## src/inc/wit_map.svh

```systemverilog
// Address map, field positions, reset values and timing counts of the watchdog/interval timer.
// Assumes 20-bit internal byte addresses and a 100 MHz system clock.
`ifndef WIT_MAP_SVH
`define WIT_MAP_SVH

// Shared write address of control and counter, and read addresses
`define WIT_ADDR_CTRL      20'hfff8c
`define WIT_ADDR_CNT       20'hfff8d
`define WIT_ADDR_RST_WR    20'hfff8e
`define WIT_ADDR_RST_RD    20'hfff8f

// Write passwords in the upper byte of a word write
`define WIT_PW_CNT         8'h5a
`define WIT_PW_CTRL        8'ha5
`define WIT_PW_RST         8'ha5

// Field positions
`define WIT_CS_OVF         7
`define WIT_CS_MODE        6
`define WIT_CS_RUN         5
`define WIT_RS_FLAG        7
`define WIT_RS_SPARE       6

// Reset values and bits that always read 1
`define WIT_CS_RESET       8'h18
`define WIT_CNT_RESET      8'h00
`define WIT_RS_RESET       8'h3f
`define WIT_CS_ONES        8'h18
`define WIT_RS_ONES        8'h3f
`define WIT_CNT_MAX        8'hff

// Prescaler tap masks for divide by 2 .. 4096
`define WIT_TAP0           12'h001
`define WIT_TAP1           12'h01f
`define WIT_TAP2           12'h03f
`define WIT_TAP3           12'h07f
`define WIT_TAP4           12'h0ff
`define WIT_TAP5           12'h1ff
`define WIT_TAP6           12'h7ff
`define WIT_TAP7           12'hfff

// Internal reset length in system clock states
`define WIT_RESET_STATES   518
`define WIT_RESET_CYCLES   (`WIT_RESET_STATES)

`endif

```

## src/inc/wit_pkg.sv

```systemverilog
// Types shared by the watchdog/interval timer.
// Assumes the address map header is included where offsets are needed.
package wit_pkg;

   // One internal bus access, valid for one cycle
   typedef struct packed {
      logic        rd;
      logic        wr;
      logic        word;
      logic [19:0] addr;
      logic [15:0] wdata;
   } wit_bus_req_type;

endpackage

```

## src/wit_timer.sv

```systemverilog
// Watchdog and interval timer with password-protected registers.
// Assumes one-cycle bus strobes from logic on clk and reset_n taken from the reset pin.
`timescale 1ns/1ps
`include "wit_map.svh"

// Functional notes
// - Eight-bit up-counter advances on each selected prescaler pulse while running.
// - Counter wrap from maximum to zero sets the overflow flag.
// - Run bit low forces counter to zero; reset clears it too.
// - Clock select codes 0..7 pick divide by 2,32,64,128,256,512,2048,4096.
// - Overflow flag clears by writing 0 after reading it as 1, and on reset or standby.
// - Mode 0: overflow requests interrupt; mode 1: overflow resets chip.
// - Watchdog overflow that resets the chip sets the watchdog reset flag.
// - Reset pin, or writing 0 after reading 1, clears the watchdog flag.
// - Reset status bits 7 and 6 survive the watchdog's own reset.
// - Control bits 7..5 clear on reset and standby; 2..0 only on reset.
// - Control bits 4 and 3 ignore writes and read as one.
// - Reset status bit 6 is storage; bits 5..0 read as one.
// - Shared word write address; upper byte password picks counter or control.
// - Byte writes never change counter or control register.
// - Reset status written by word with password; 0 in bit 7 clears flag.
// - Byte reads at base, base+1 and base+3 return the three registers.
// - Watchdog internal reset lasts 518 system clock states.
// - Reset pin takes priority over a simultaneous watchdog reset.
// - Counter write in the same cycle as a count pulse wins.
module wit_timer
   import wit_pkg::*;
(
   input  wire logic            clk,
   input  wire logic            reset_n,
   input  wire wit_bus_req_type busReq,
   input  wire logic            standbyEnter,
   output logic [15:0]          busRdata,
   output logic                 busAck,
   output logic                 intervalIrq,
   output logic                 chipReset
);

   logic [11:0] prescale_reg;
   logic [7:0]  cnt_reg;
   logic        ovf_reg;
   logic        mode_reg;
   logic        run_reg;
   logic [2:0]  sel_reg;
   logic        ovfSeen_reg;
   logic        flag_reg;
   logic        flagSeen_reg;
   logic        spare_reg;
   logic [15:0] rdata_reg;
   logic        ack_reg;
   logic        irq_reg;
   logic        intReset_reg;
   logic [9:0]  resetCnt_reg;

   logic [11:0] tapMask;
   logic        tick;
   logic        wordWrite;
   logic        cntWrite;
   logic        ctrlWrite;
   logic        rstWrite;
   logic        ovfEvent;
   logic [7:0]  ctrlByte;
   logic [7:0]  rstByte;
   logic        readsCtrl;
   logic        readsRst;

   localparam logic [9:0] RESET_LAST = 10'(`WIT_RESET_CYCLES - 1);
   localparam logic [7:0] CS_RESET   = `WIT_CS_RESET;
   localparam logic [7:0] RS_RESET   = `WIT_RS_RESET;

   always_comb begin
      unique case (sel_reg)
         3'h0: tapMask = `WIT_TAP0;
         3'h1: tapMask = `WIT_TAP1;
         3'h2: tapMask = `WIT_TAP2;
         3'h3: tapMask = `WIT_TAP3;
         3'h4: tapMask = `WIT_TAP4;
         3'h5: tapMask = `WIT_TAP5;
         3'h6: tapMask = `WIT_TAP6;
         3'h7: tapMask = `WIT_TAP7;
      endcase
   end

   assign tick = &(prescale_reg | ~tapMask);

   always_ff @(posedge clk) begin
      if (!reset_n) begin
         prescale_reg <= 12'h000;
      end else begin
         prescale_reg <= prescale_reg + 12'h001;
      end
   end

   assign wordWrite = busReq.wr && busReq.word && !intReset_reg;
   assign cntWrite  = wordWrite && busReq.addr == `WIT_ADDR_CTRL && busReq.wdata[15:8] == `WIT_PW_CNT;
   assign ctrlWrite = wordWrite && busReq.addr == `WIT_ADDR_CTRL && busReq.wdata[15:8] == `WIT_PW_CTRL;
   assign rstWrite  = wordWrite && busReq.addr == `WIT_ADDR_RST_WR && busReq.wdata[15:8] == `WIT_PW_RST;

   assign ovfEvent = run_reg && tick && !cntWrite && cnt_reg == `WIT_CNT_MAX;

   assign ctrlByte = {ovf_reg, mode_reg, run_reg, 2'b00, sel_reg} | `WIT_CS_ONES;
   assign rstByte  = {flag_reg, spare_reg, 6'h00} | `WIT_RS_ONES;

   assign readsCtrl = busReq.rd && busReq.addr == `WIT_ADDR_CTRL;
   assign readsRst  = busReq.rd && (busReq.addr == `WIT_ADDR_RST_RD
                      || (busReq.word && busReq.addr == `WIT_ADDR_RST_WR));

   always_ff @(posedge clk) begin
      if (!reset_n || intReset_reg) begin
         cnt_reg <= `WIT_CNT_RESET;
      end else if (!run_reg) begin
         cnt_reg <= `WIT_CNT_RESET;
      end else if (cntWrite) begin
         cnt_reg <= busReq.wdata[7:0];
      end else if (tick) begin
         cnt_reg <= cnt_reg + 8'h01;
      end
   end

   always_ff @(posedge clk) begin
      if (!reset_n || intReset_reg) begin
         mode_reg <= CS_RESET[`WIT_CS_MODE];
         run_reg  <= CS_RESET[`WIT_CS_RUN];
         sel_reg  <= CS_RESET[2:0];
      end else if (standbyEnter) begin
         mode_reg <= 1'b0;
         run_reg  <= 1'b0;
      end else if (ctrlWrite) begin
         mode_reg <= busReq.wdata[`WIT_CS_MODE];
         run_reg  <= busReq.wdata[`WIT_CS_RUN];
         sel_reg  <= busReq.wdata[2:0];
      end
   end

   always_ff @(posedge clk) begin
      if (!reset_n || intReset_reg || standbyEnter) begin
         ovf_reg     <= 1'b0;
         ovfSeen_reg <= 1'b0;
      end else if (ovfEvent) begin
         ovf_reg <= 1'b1;
      end else if (ctrlWrite && !busReq.wdata[`WIT_CS_OVF] && ovfSeen_reg) begin
         ovf_reg     <= 1'b0;
         ovfSeen_reg <= 1'b0;
      end else if (readsCtrl && ovf_reg) begin
         ovfSeen_reg <= 1'b1;
      end
   end

   always_ff @(posedge clk) begin
      if (!reset_n) begin
         flag_reg     <= RS_RESET[`WIT_RS_FLAG];
         spare_reg    <= RS_RESET[`WIT_RS_SPARE];
         flagSeen_reg <= 1'b0;
      end else if (ovfEvent && mode_reg) begin
         flag_reg <= 1'b1;
      end else if (rstWrite) begin
         spare_reg <= busReq.wdata[`WIT_RS_SPARE];
         if (!busReq.wdata[`WIT_RS_FLAG] && flagSeen_reg) begin
            flag_reg     <= 1'b0;
            flagSeen_reg <= 1'b0;
         end
      end else if (readsRst && flag_reg) begin
         flagSeen_reg <= 1'b1;
      end
   end

   always_ff @(posedge clk) begin
      if (!reset_n) begin
         intReset_reg <= 1'b0;
         resetCnt_reg <= 10'h000;
      end else if (intReset_reg) begin
         resetCnt_reg <= resetCnt_reg + 10'h001;
         if (resetCnt_reg == RESET_LAST) begin
            intReset_reg <= 1'b0;
         end
      end else if (ovfEvent && mode_reg) begin
         intReset_reg <= 1'b1;
         resetCnt_reg <= 10'h000;
      end
   end

   always_ff @(posedge clk) begin
      if (!reset_n || intReset_reg) begin
         irq_reg <= 1'b0;
      end else begin
         irq_reg <= (ovf_reg || ovfEvent) && !mode_reg && !standbyEnter
                    && !(ctrlWrite && !busReq.wdata[`WIT_CS_OVF] && ovfSeen_reg && !ovfEvent);
      end
   end

   always_ff @(posedge clk) begin
      if (!reset_n) begin
         rdata_reg <= 16'h0000;
         ack_reg   <= 1'b0;
      end else begin
         ack_reg <= busReq.rd || busReq.wr;
         if (!busReq.rd) begin
            rdata_reg <= 16'h0000;
         end else if (busReq.word) begin
            unique case (busReq.addr)
               `WIT_ADDR_CTRL:   rdata_reg <= {ctrlByte, cnt_reg};
               `WIT_ADDR_RST_WR: rdata_reg <= {8'h00, rstByte};
               default:          rdata_reg <= 16'h0000;
            endcase
         end else begin
            unique case (busReq.addr)
               `WIT_ADDR_CTRL:   rdata_reg <= {8'h00, ctrlByte};
               `WIT_ADDR_CNT:    rdata_reg <= {8'h00, cnt_reg};
               `WIT_ADDR_RST_RD: rdata_reg <= {8'h00, rstByte};
               default:          rdata_reg <= 16'h0000;
            endcase
         end
      end
   end

   assign busRdata    = rdata_reg;
   assign busAck      = ack_reg;
   assign intervalIrq = irq_reg;
   assign chipReset   = intReset_reg;
endmodule
```

## config.mk

```make
export PLATFORM = sky130hd
export DESIGN_NAME = wit_timer
export DESIGN_NICKNAME = d
export VERILOG_FILES = /design/src/inc/wit_pkg.sv /design/src/wit_timer.sv
export VERILOG_INCLUDE_DIRS = /design/src /design/src/inc
export SDC_FILE = /design/constraint.sdc
export NUM_CORES = 1
export LEC_CHECK = 0
export BUFFER_PORTS_ARGS = -buffer_cell sky130_fd_sc_hd__buf_2
export CAP_MARGIN = 10
export CORE_MARGIN = 2
export CORE_UTILIZATION = 55
export DETAILED_ROUTE_END_ITERATION = 12
export PLACE_DENSITY = 0.8
export SLEW_MARGIN = 10
export SYNTH_ARGS = -nofsm -noshare
export SYNTH_HDL_FRONTEND = slang
export SYNTH_SLANG_ARGS = --single-unit
```

## constraint.sdc

```tcl
create_clock -name clk -period 2.65 [get_ports clk]
set_input_delay 0.1325 -clock clk [delete_from_list [all_inputs] [get_ports clk]]
set_output_delay 0.1325 -clock clk [all_outputs]
set_load 0.005 [all_outputs]
```

==> results.yml, run 1 <==
floorplan:
  start_util_pct: 56.2
  dieArea_mm2: 0.00614
  io_pins: 61
  core_mm2: 0.00541
  fp-row-count: 27
  die_h_um: 78.3
  die_w_um: 78.3
synthesis:
  synth-seq-cells: 65
  synth-async-reset-ratio_pct: 0
  synthFlopType: "dfxtp_1"
  synth-edff-count: 0
  syn_avg_cell_area_um2: 8.94
  synth_top_area_cell: "dfxtp_1"
  syn_inst: 340
  netlist.area_leader.share_pct: 42.8
  yosys_warnings: 0
  syn-num-nets: 386
  synth_area_leaders: "dfxtp_1 (43%), nor2_1 (4.3%), a21oi_1 (3.6%)"
  syn-cell-area_mm2: 0.00304
  yosysSeqAreaShare_pct: 42.8
  synth.distinct_cells: 52
worst_setup_path:
  crit_slowest_cell: "a41o_1"
  path_depth: 6
  cp_data_required_time_ns: 2.89
  path_delay_family: "compound AO/OA/AOI/OAI gates"
  critPathLaunch: "prescale_reg[2]"
  critPathMaxFanout: 10
  endpoint: "resetCnt_reg[8]"
  path_class: "flop to flop"
  start_kind: "flop"
  rrSetupSlack_ns: 0.67
  r2r_start: "prescale_reg[2]"
  reg2reg_depth: 6
  end_kind: "flop"
  path_buf_inv: 0
  reg2reg_to: "resetCnt_reg[8]"
  cp.arrival_ns: 2.22
  slowest_delay_ns: 0.52
  crit_chain: "nand2_1 -> o21ai_0 -> nor4b_2 -> a41o_1 -> a21boi_1 -> o21a_1"
routing:
  vias: 2746
  drt-initial-drc-count: 178
  wire_per_inst_um: 14.0
  drt_first_pass_iters: 5
  totalWireLength_um: 6640
  detail-route-antenna-nets: 0
  drc: 0
  viasPerCell: 5.77
cells_and_area:
  final_cell_mix: "dfxtp_1 (65), buf_2 (60), nor2_1 (35)"
  drive_above_1_share_pct: 23.5
  syn_to_final_growth_pct: 17.3
  antennaDiodeCount: 0
  final_area_mm2: 0.00357
  fin_util_pct: 66.0
  largest_reg_flops: 15
  fin_nets: 446
  nFillCells: 469
  layout_commonest_cell: "dfxtp_1"
  final_cell_count_no_fill: 476
sta:
  worst_pin_slew_ns: 0.500
  fin_crit_sh_pct: 74.7
  skew_ns: 0.00720
  report.final.setup_viol: 0
  hold_ws_ns: 0.0428
  layout_min_cycle_time_ns: 1.98
  fmax_mhz: 505
  slew_viol_final: 0
  tns_ns: 0
  maxSlewHeadroom_pct: 66.5
  rsz0062_at_grt: "false"
  final.setup.worst_slack_ns: 0.669
  finalHoldViolations: 0
pwr:
  ir_drop_mv: 0.272
  power_mw: 1.79
  p_leak_nw: 1.43
  pwr_density_cell_mw_per_mm2: 503
placement:
  place_inst: 461
  place_area_mm2: 0.00340
  numPortBuffers: 60
  dp.final_hpwl_um: 4870
  pre_cts_ws_ns: 0.404
  place.gp.congestion: 0.917
global_route:
  grt_pass1_wl_um: 11200
  overflow: 0
  grt_max_degree: 24
  grt_use_total_pct: 23.2
  grt_pass1_vias: 2523
  antenna_found_initial: 0
cts:
  cts_tree: "yes"
  htreeDepth: 3
  hold_buffers: 0
  cts_root_buf: "clkbuf_8"
  clk-insertion-delay-late_ns: 0.34
  cts.clk_slew.worst_paths_ns: 0.07
  cts_setup_buffers: 0
  numCtsBuffers: 9
  ctsResizeCount: 0
  clock-sinks: 65
  clockBufferDepth: 2
min_path:
  worst_hold_path_type: "input port to flop"
status:
  status: "finished clean"
flow_run:
  cap_violations: 0
## how the worst min path moves through the flow
stage	from	cells past startpoint	slack [ns]	endpoint
after floorplan	busReq[38]	2	0.25	busAck
after global placement	busReq[37]	3	0.39	busAck
after detailed placement	busReq[37]	3	0.40	busAck
after CTS	busReq[37]	3	0.04	busAck
after global routing	busReq[37]	3	0.07	busAck
final	busReq[37]	3	0.04	busAck
## worst min-delay path: stages
cell	delay [ns]
buf_2	0.09
nor2_1	0.05
nor2_1	0.08
## cells in the mapped netlist, drive strengths merged (2+ instances only)
| cell | number |
|---|---|
| dfxtp | 65 |
| nor2 | 35 |
| a21oi | 23 |
| nand2 | 22 |
| nand3 | 18 |
| nand4 | 16 |
| o21ai | 14 |
| clkbuf | 12 |
| xor2 | 12 |
| and3 | 9 |
| inv | 9 |
| nand2b | 9 |
| and2 | 8 |
| nor3 | 8 |
| mux2i | 7 |
| nor2b | 6 |
| a311oi | 5 |
| a211oi | 4 |
| a21boi | 4 |
| ha | 4 |
| o221a | 4 |
| or4bb | 4 |
| xnor2 | 4 |
| buf | 3 |
| nand3b | 3 |
| nor3b | 3 |
| o31a | 3 |
| or2 | 3 |
| or3 | 3 |
| a41o | 2 |
| a41oi | 2 |
| nor4 | 2 |
| o211ai | 2 |
| o21a | 2 |
## cells by family after synthesis
family                     share of synthesized area (%)
and+or+nand+nor                                     28.5
muxes                                               2.31
DFF                                                 42.8
adders and majority gates                           1.65
AOI/OAI and AO/OA                                   16.9
buffers and inverters                               3.17
xor gates and xnor gates                            4.61
## layer usage
| layer | GRT usage (%) | share of wire [%] | up-vias |
|---|---|---|---|
| li1 | - | - | 1349 |
| met1 | 29.4 | 47 | 1294 |
| met2 | 36.6 | 45 | 85 |
| met3 | 6.32 | 5.7 | 18 |
| met4 | 11.1 | 2.3 | 0 |
| met5 | 0 | 0 | - |
## power by group
part,switching (mW),internal (mW)
clock,0.352,0.357
combinational,0.0578,0.0403
sequential,0.00446,0.982
total,0.414,1.38
## cell type report
| type | count | area, µm² | area share, % |
|---|---|---|---|
| clock inverter | 3 | 17.5 | 0.491 |
| inverter | 9 | 33.8 | 0.947 |
| clock buffer | 12 | 145 | 4.07 |
| sequential | 65 | 1300 | 36.5 |
| tap | 72 | 90.1 | 2.53 |
| timing repair buffer | 64 | 330 | 9.26 |
| multi-input combinational | 251 | 1650 | 46.2 |
(Power assumes the default switching activity.)
==> run 2, diff against run 1 <==
ABC_AREA = 1   (was unset)
PLACE_DENSITY = 0.79   (was 0.8)
clock period = 2 ns   (was 2.65 ns; I/O delays follow)
==> results.yml, run 2 <==
worst_setup_path:
  end_kind: "flop"
  critPathLaunch: "cnt_reg[1]"
  start_kind: "flop"
  r2r_start: "cnt_reg[1]"
  cp.arrival_ns: 2.12
  path_class: "flop to flop"
  cp_data_required_time_ns: 2.29
  critPathMaxFanout: 15
synthesis:
  yosys.cell_count.top_type: "nand2_1"
  syn-num-nets: 510
  synth_area_leaders: "dfxtp_1 (40%), nand2_1 (11%), inv_1 (7.3%)"
  syn_avg_cell_area_um2: 7.02
  syn-cell-area_mm2: 0.00326
  synth_top_cells_by_count: "nand2_1 (97), dfxtp_1 (65), inv_1 (63)"
  synth-async-reset-ratio_pct: 0
  synth_top_area_cell: "dfxtp_1"
  yosys_warnings: 0
  netlist.area_leader.share_pct: 40.0
  synth.distinct_cells: 35
  synthFlopType: "dfxtp_1"
  yosysSeqAreaShare_pct: 40.0
  syn_inst: 464
  synth-seq-cells: 65
  synth-edff-count: 0
cts:
  cts.clk_slew.worst_paths_ns: 0.07
  htreeDepth: 3
  cts_setup_buffers: 0
  numCtsBuffers: 9
  cts_tree: "yes"
  clockBufferDepth: 2
  clock-sinks: 65
  clk-insertion-delay-late_ns: 0.35
  cts_root_buf: "clkbuf_8"
floorplan:
  io_pins: 61
  die_h_um: 80.9
  core_mm2: 0.00582
  start_util_pct: 56.0
  die_w_um: 80.9
  dieArea_mm2: 0.00655
  fp-row-count: 28
cells_and_area:
  antennaDiodeCount: 0
  final_cell_mix: "nand2_1 (97), dfxtp_1 (65), inv_1 (63)"
  fin_util_pct: 65.2
  syn_to_final_growth_pct: 16.5
  layout_commonest_cell: "nand2_1"
  fin_nets: 578
  largest_reg_flops: 15
  drive_above_1_share_pct: 19.7
  nFillCells: 533
pwr:
  pwr_density_cell_mw_per_mm2: 624
  p_leak_nw: 1.71
  ir_drop_mv: 0.492
  power_mw: 2.37
global_route:
  grt_use_total_pct: 25.3
  overflow: 0
  antenna_found_initial: 0
  grt_pass1_wl_um: 12700
  grt_max_degree: 18
  grt_pass1_vias: 3029
placement:
  numPortBuffers: 60
  place.gp.congestion: 0.953
  dp.final_hpwl_um: 5940
flow_run:
  cap_violations: 0
routing:
  drt_first_pass_iters: 6
  drt-initial-drc-count: 436
  totalWireLength_um: 7880
  drc: 0
  detail-route-antenna-nets: 0
  vias: 3287
  wire_per_inst_um: 12.9
  viasPerCell: 5.40
sta:
  slew_viol_final: 0
  layout_min_cycle_time_ns: 1.83
  skew_ns: 0.00720
  report.final.setup_viol: 0
  finalHoldViolations: 0
  tns_ns: 0
  fmax_mhz: 547
  maxSlewHeadroom_pct: 70.9
  fin_crit_sh_pct: 91.5
  rsz0062_at_grt: "false"
  worst_pin_slew_ns: 0.436
status:
  status: "finished clean"
min_path:
  worst_hold_path_type: "input port to flop"
  min-delay-start: "busReq[5]"
[run 2: final timing paths]
check | end | slack, ns | depth (start not counted)
hold reg to reg | prescale_reg[4] | 0.45 | 2
hold / removal | run_reg | 0.01 | 3
setup reg to reg | chipReset | 0.17 | 9
setup / recovery | chipReset | 0.17 | 9
[run 2: per-stage QoR]
| step | hold slack (ns) | cell area (µm²) | worst slack [ns] | std cells |
|---|---|---|---|---|
| after global placement | 0.328 | 3630 | 0.304 | 595 |
| final | 0.00998 | 3790 | 0.171 | 609 |
| after detailed placement | 0.323 | 3630 | 0.232 | 595 |
| after global routing | 0.0119 | 3790 | 0.00352 | 609 |
| after floorplan | 0.207 | 3260 | 0.458 | 464 |
| after CTS | 0.0176 | 3790 | 0.173 | 609 |
[run 2: worst max-delay path, cell delays in order (launching register included)]
cell and delay, ns:
dfxtp_1 0.42, ha_1 0.21, nand2_1 0.07, nor2_1 0.14, nand3_1 0.11, nor2_1 0.24, nand4_4 0.27, nand2_1 0.15
nand2_1 0.05, a21oi_1 0.10
[run 2: power breakdown]
part	switching (mW)	internal, mW	total [mW]
Clock	0.464	0.461	0.925
Combinational	0.0836	0.0526	0.136
Sequential	0.00483	1.30	1.31
Total	0.552	1.82	2.37
[run 2: what timing repair did]
item,in CTS,in global routing
endpoints found under the hold margin,1,0
hold buffers,1,0
endpoints found under the setup margin,0,0
gates resized for setup,0,0
[run 2: final cells by class]
type,count,area [µm²],area share [%]
flip-flops and latches,65,1300,34.3
clock buffers,12,145,3.83
multi-input cells,321,1640,43.3
clock inverters,1,5.00,0.132
inverters,69,259,6.83
repair buffers,66,348,9.17
well taps,75,93.8,2.47
[run 2: logic make-up after synthesis]
| kind of cell | after synthesis | share of synthesized area [%] |
|---|---|---|
| simple gates | 239 | 34.9 |
| buf+inv | 78 | 9.61 |
| compound gates | 73 | 12.6 |
| flops | 65 | 40.0 |
| xor+xnor | 5 | 1.35 |
| fa+ha+maj | 4 | 1.54 |
[run 2: per-layer routing]
layer / vias to the layer above / routed length (µm) / global-route usage [%]
met5: - / 0 / 0
met4: 0 / 173 / 7.80
met3: 19 / 675 / 8.22
met2: 139 / 3720 / 43.6
met1: 1493 / 3310 / 29.9
li1: 1636 / - / -
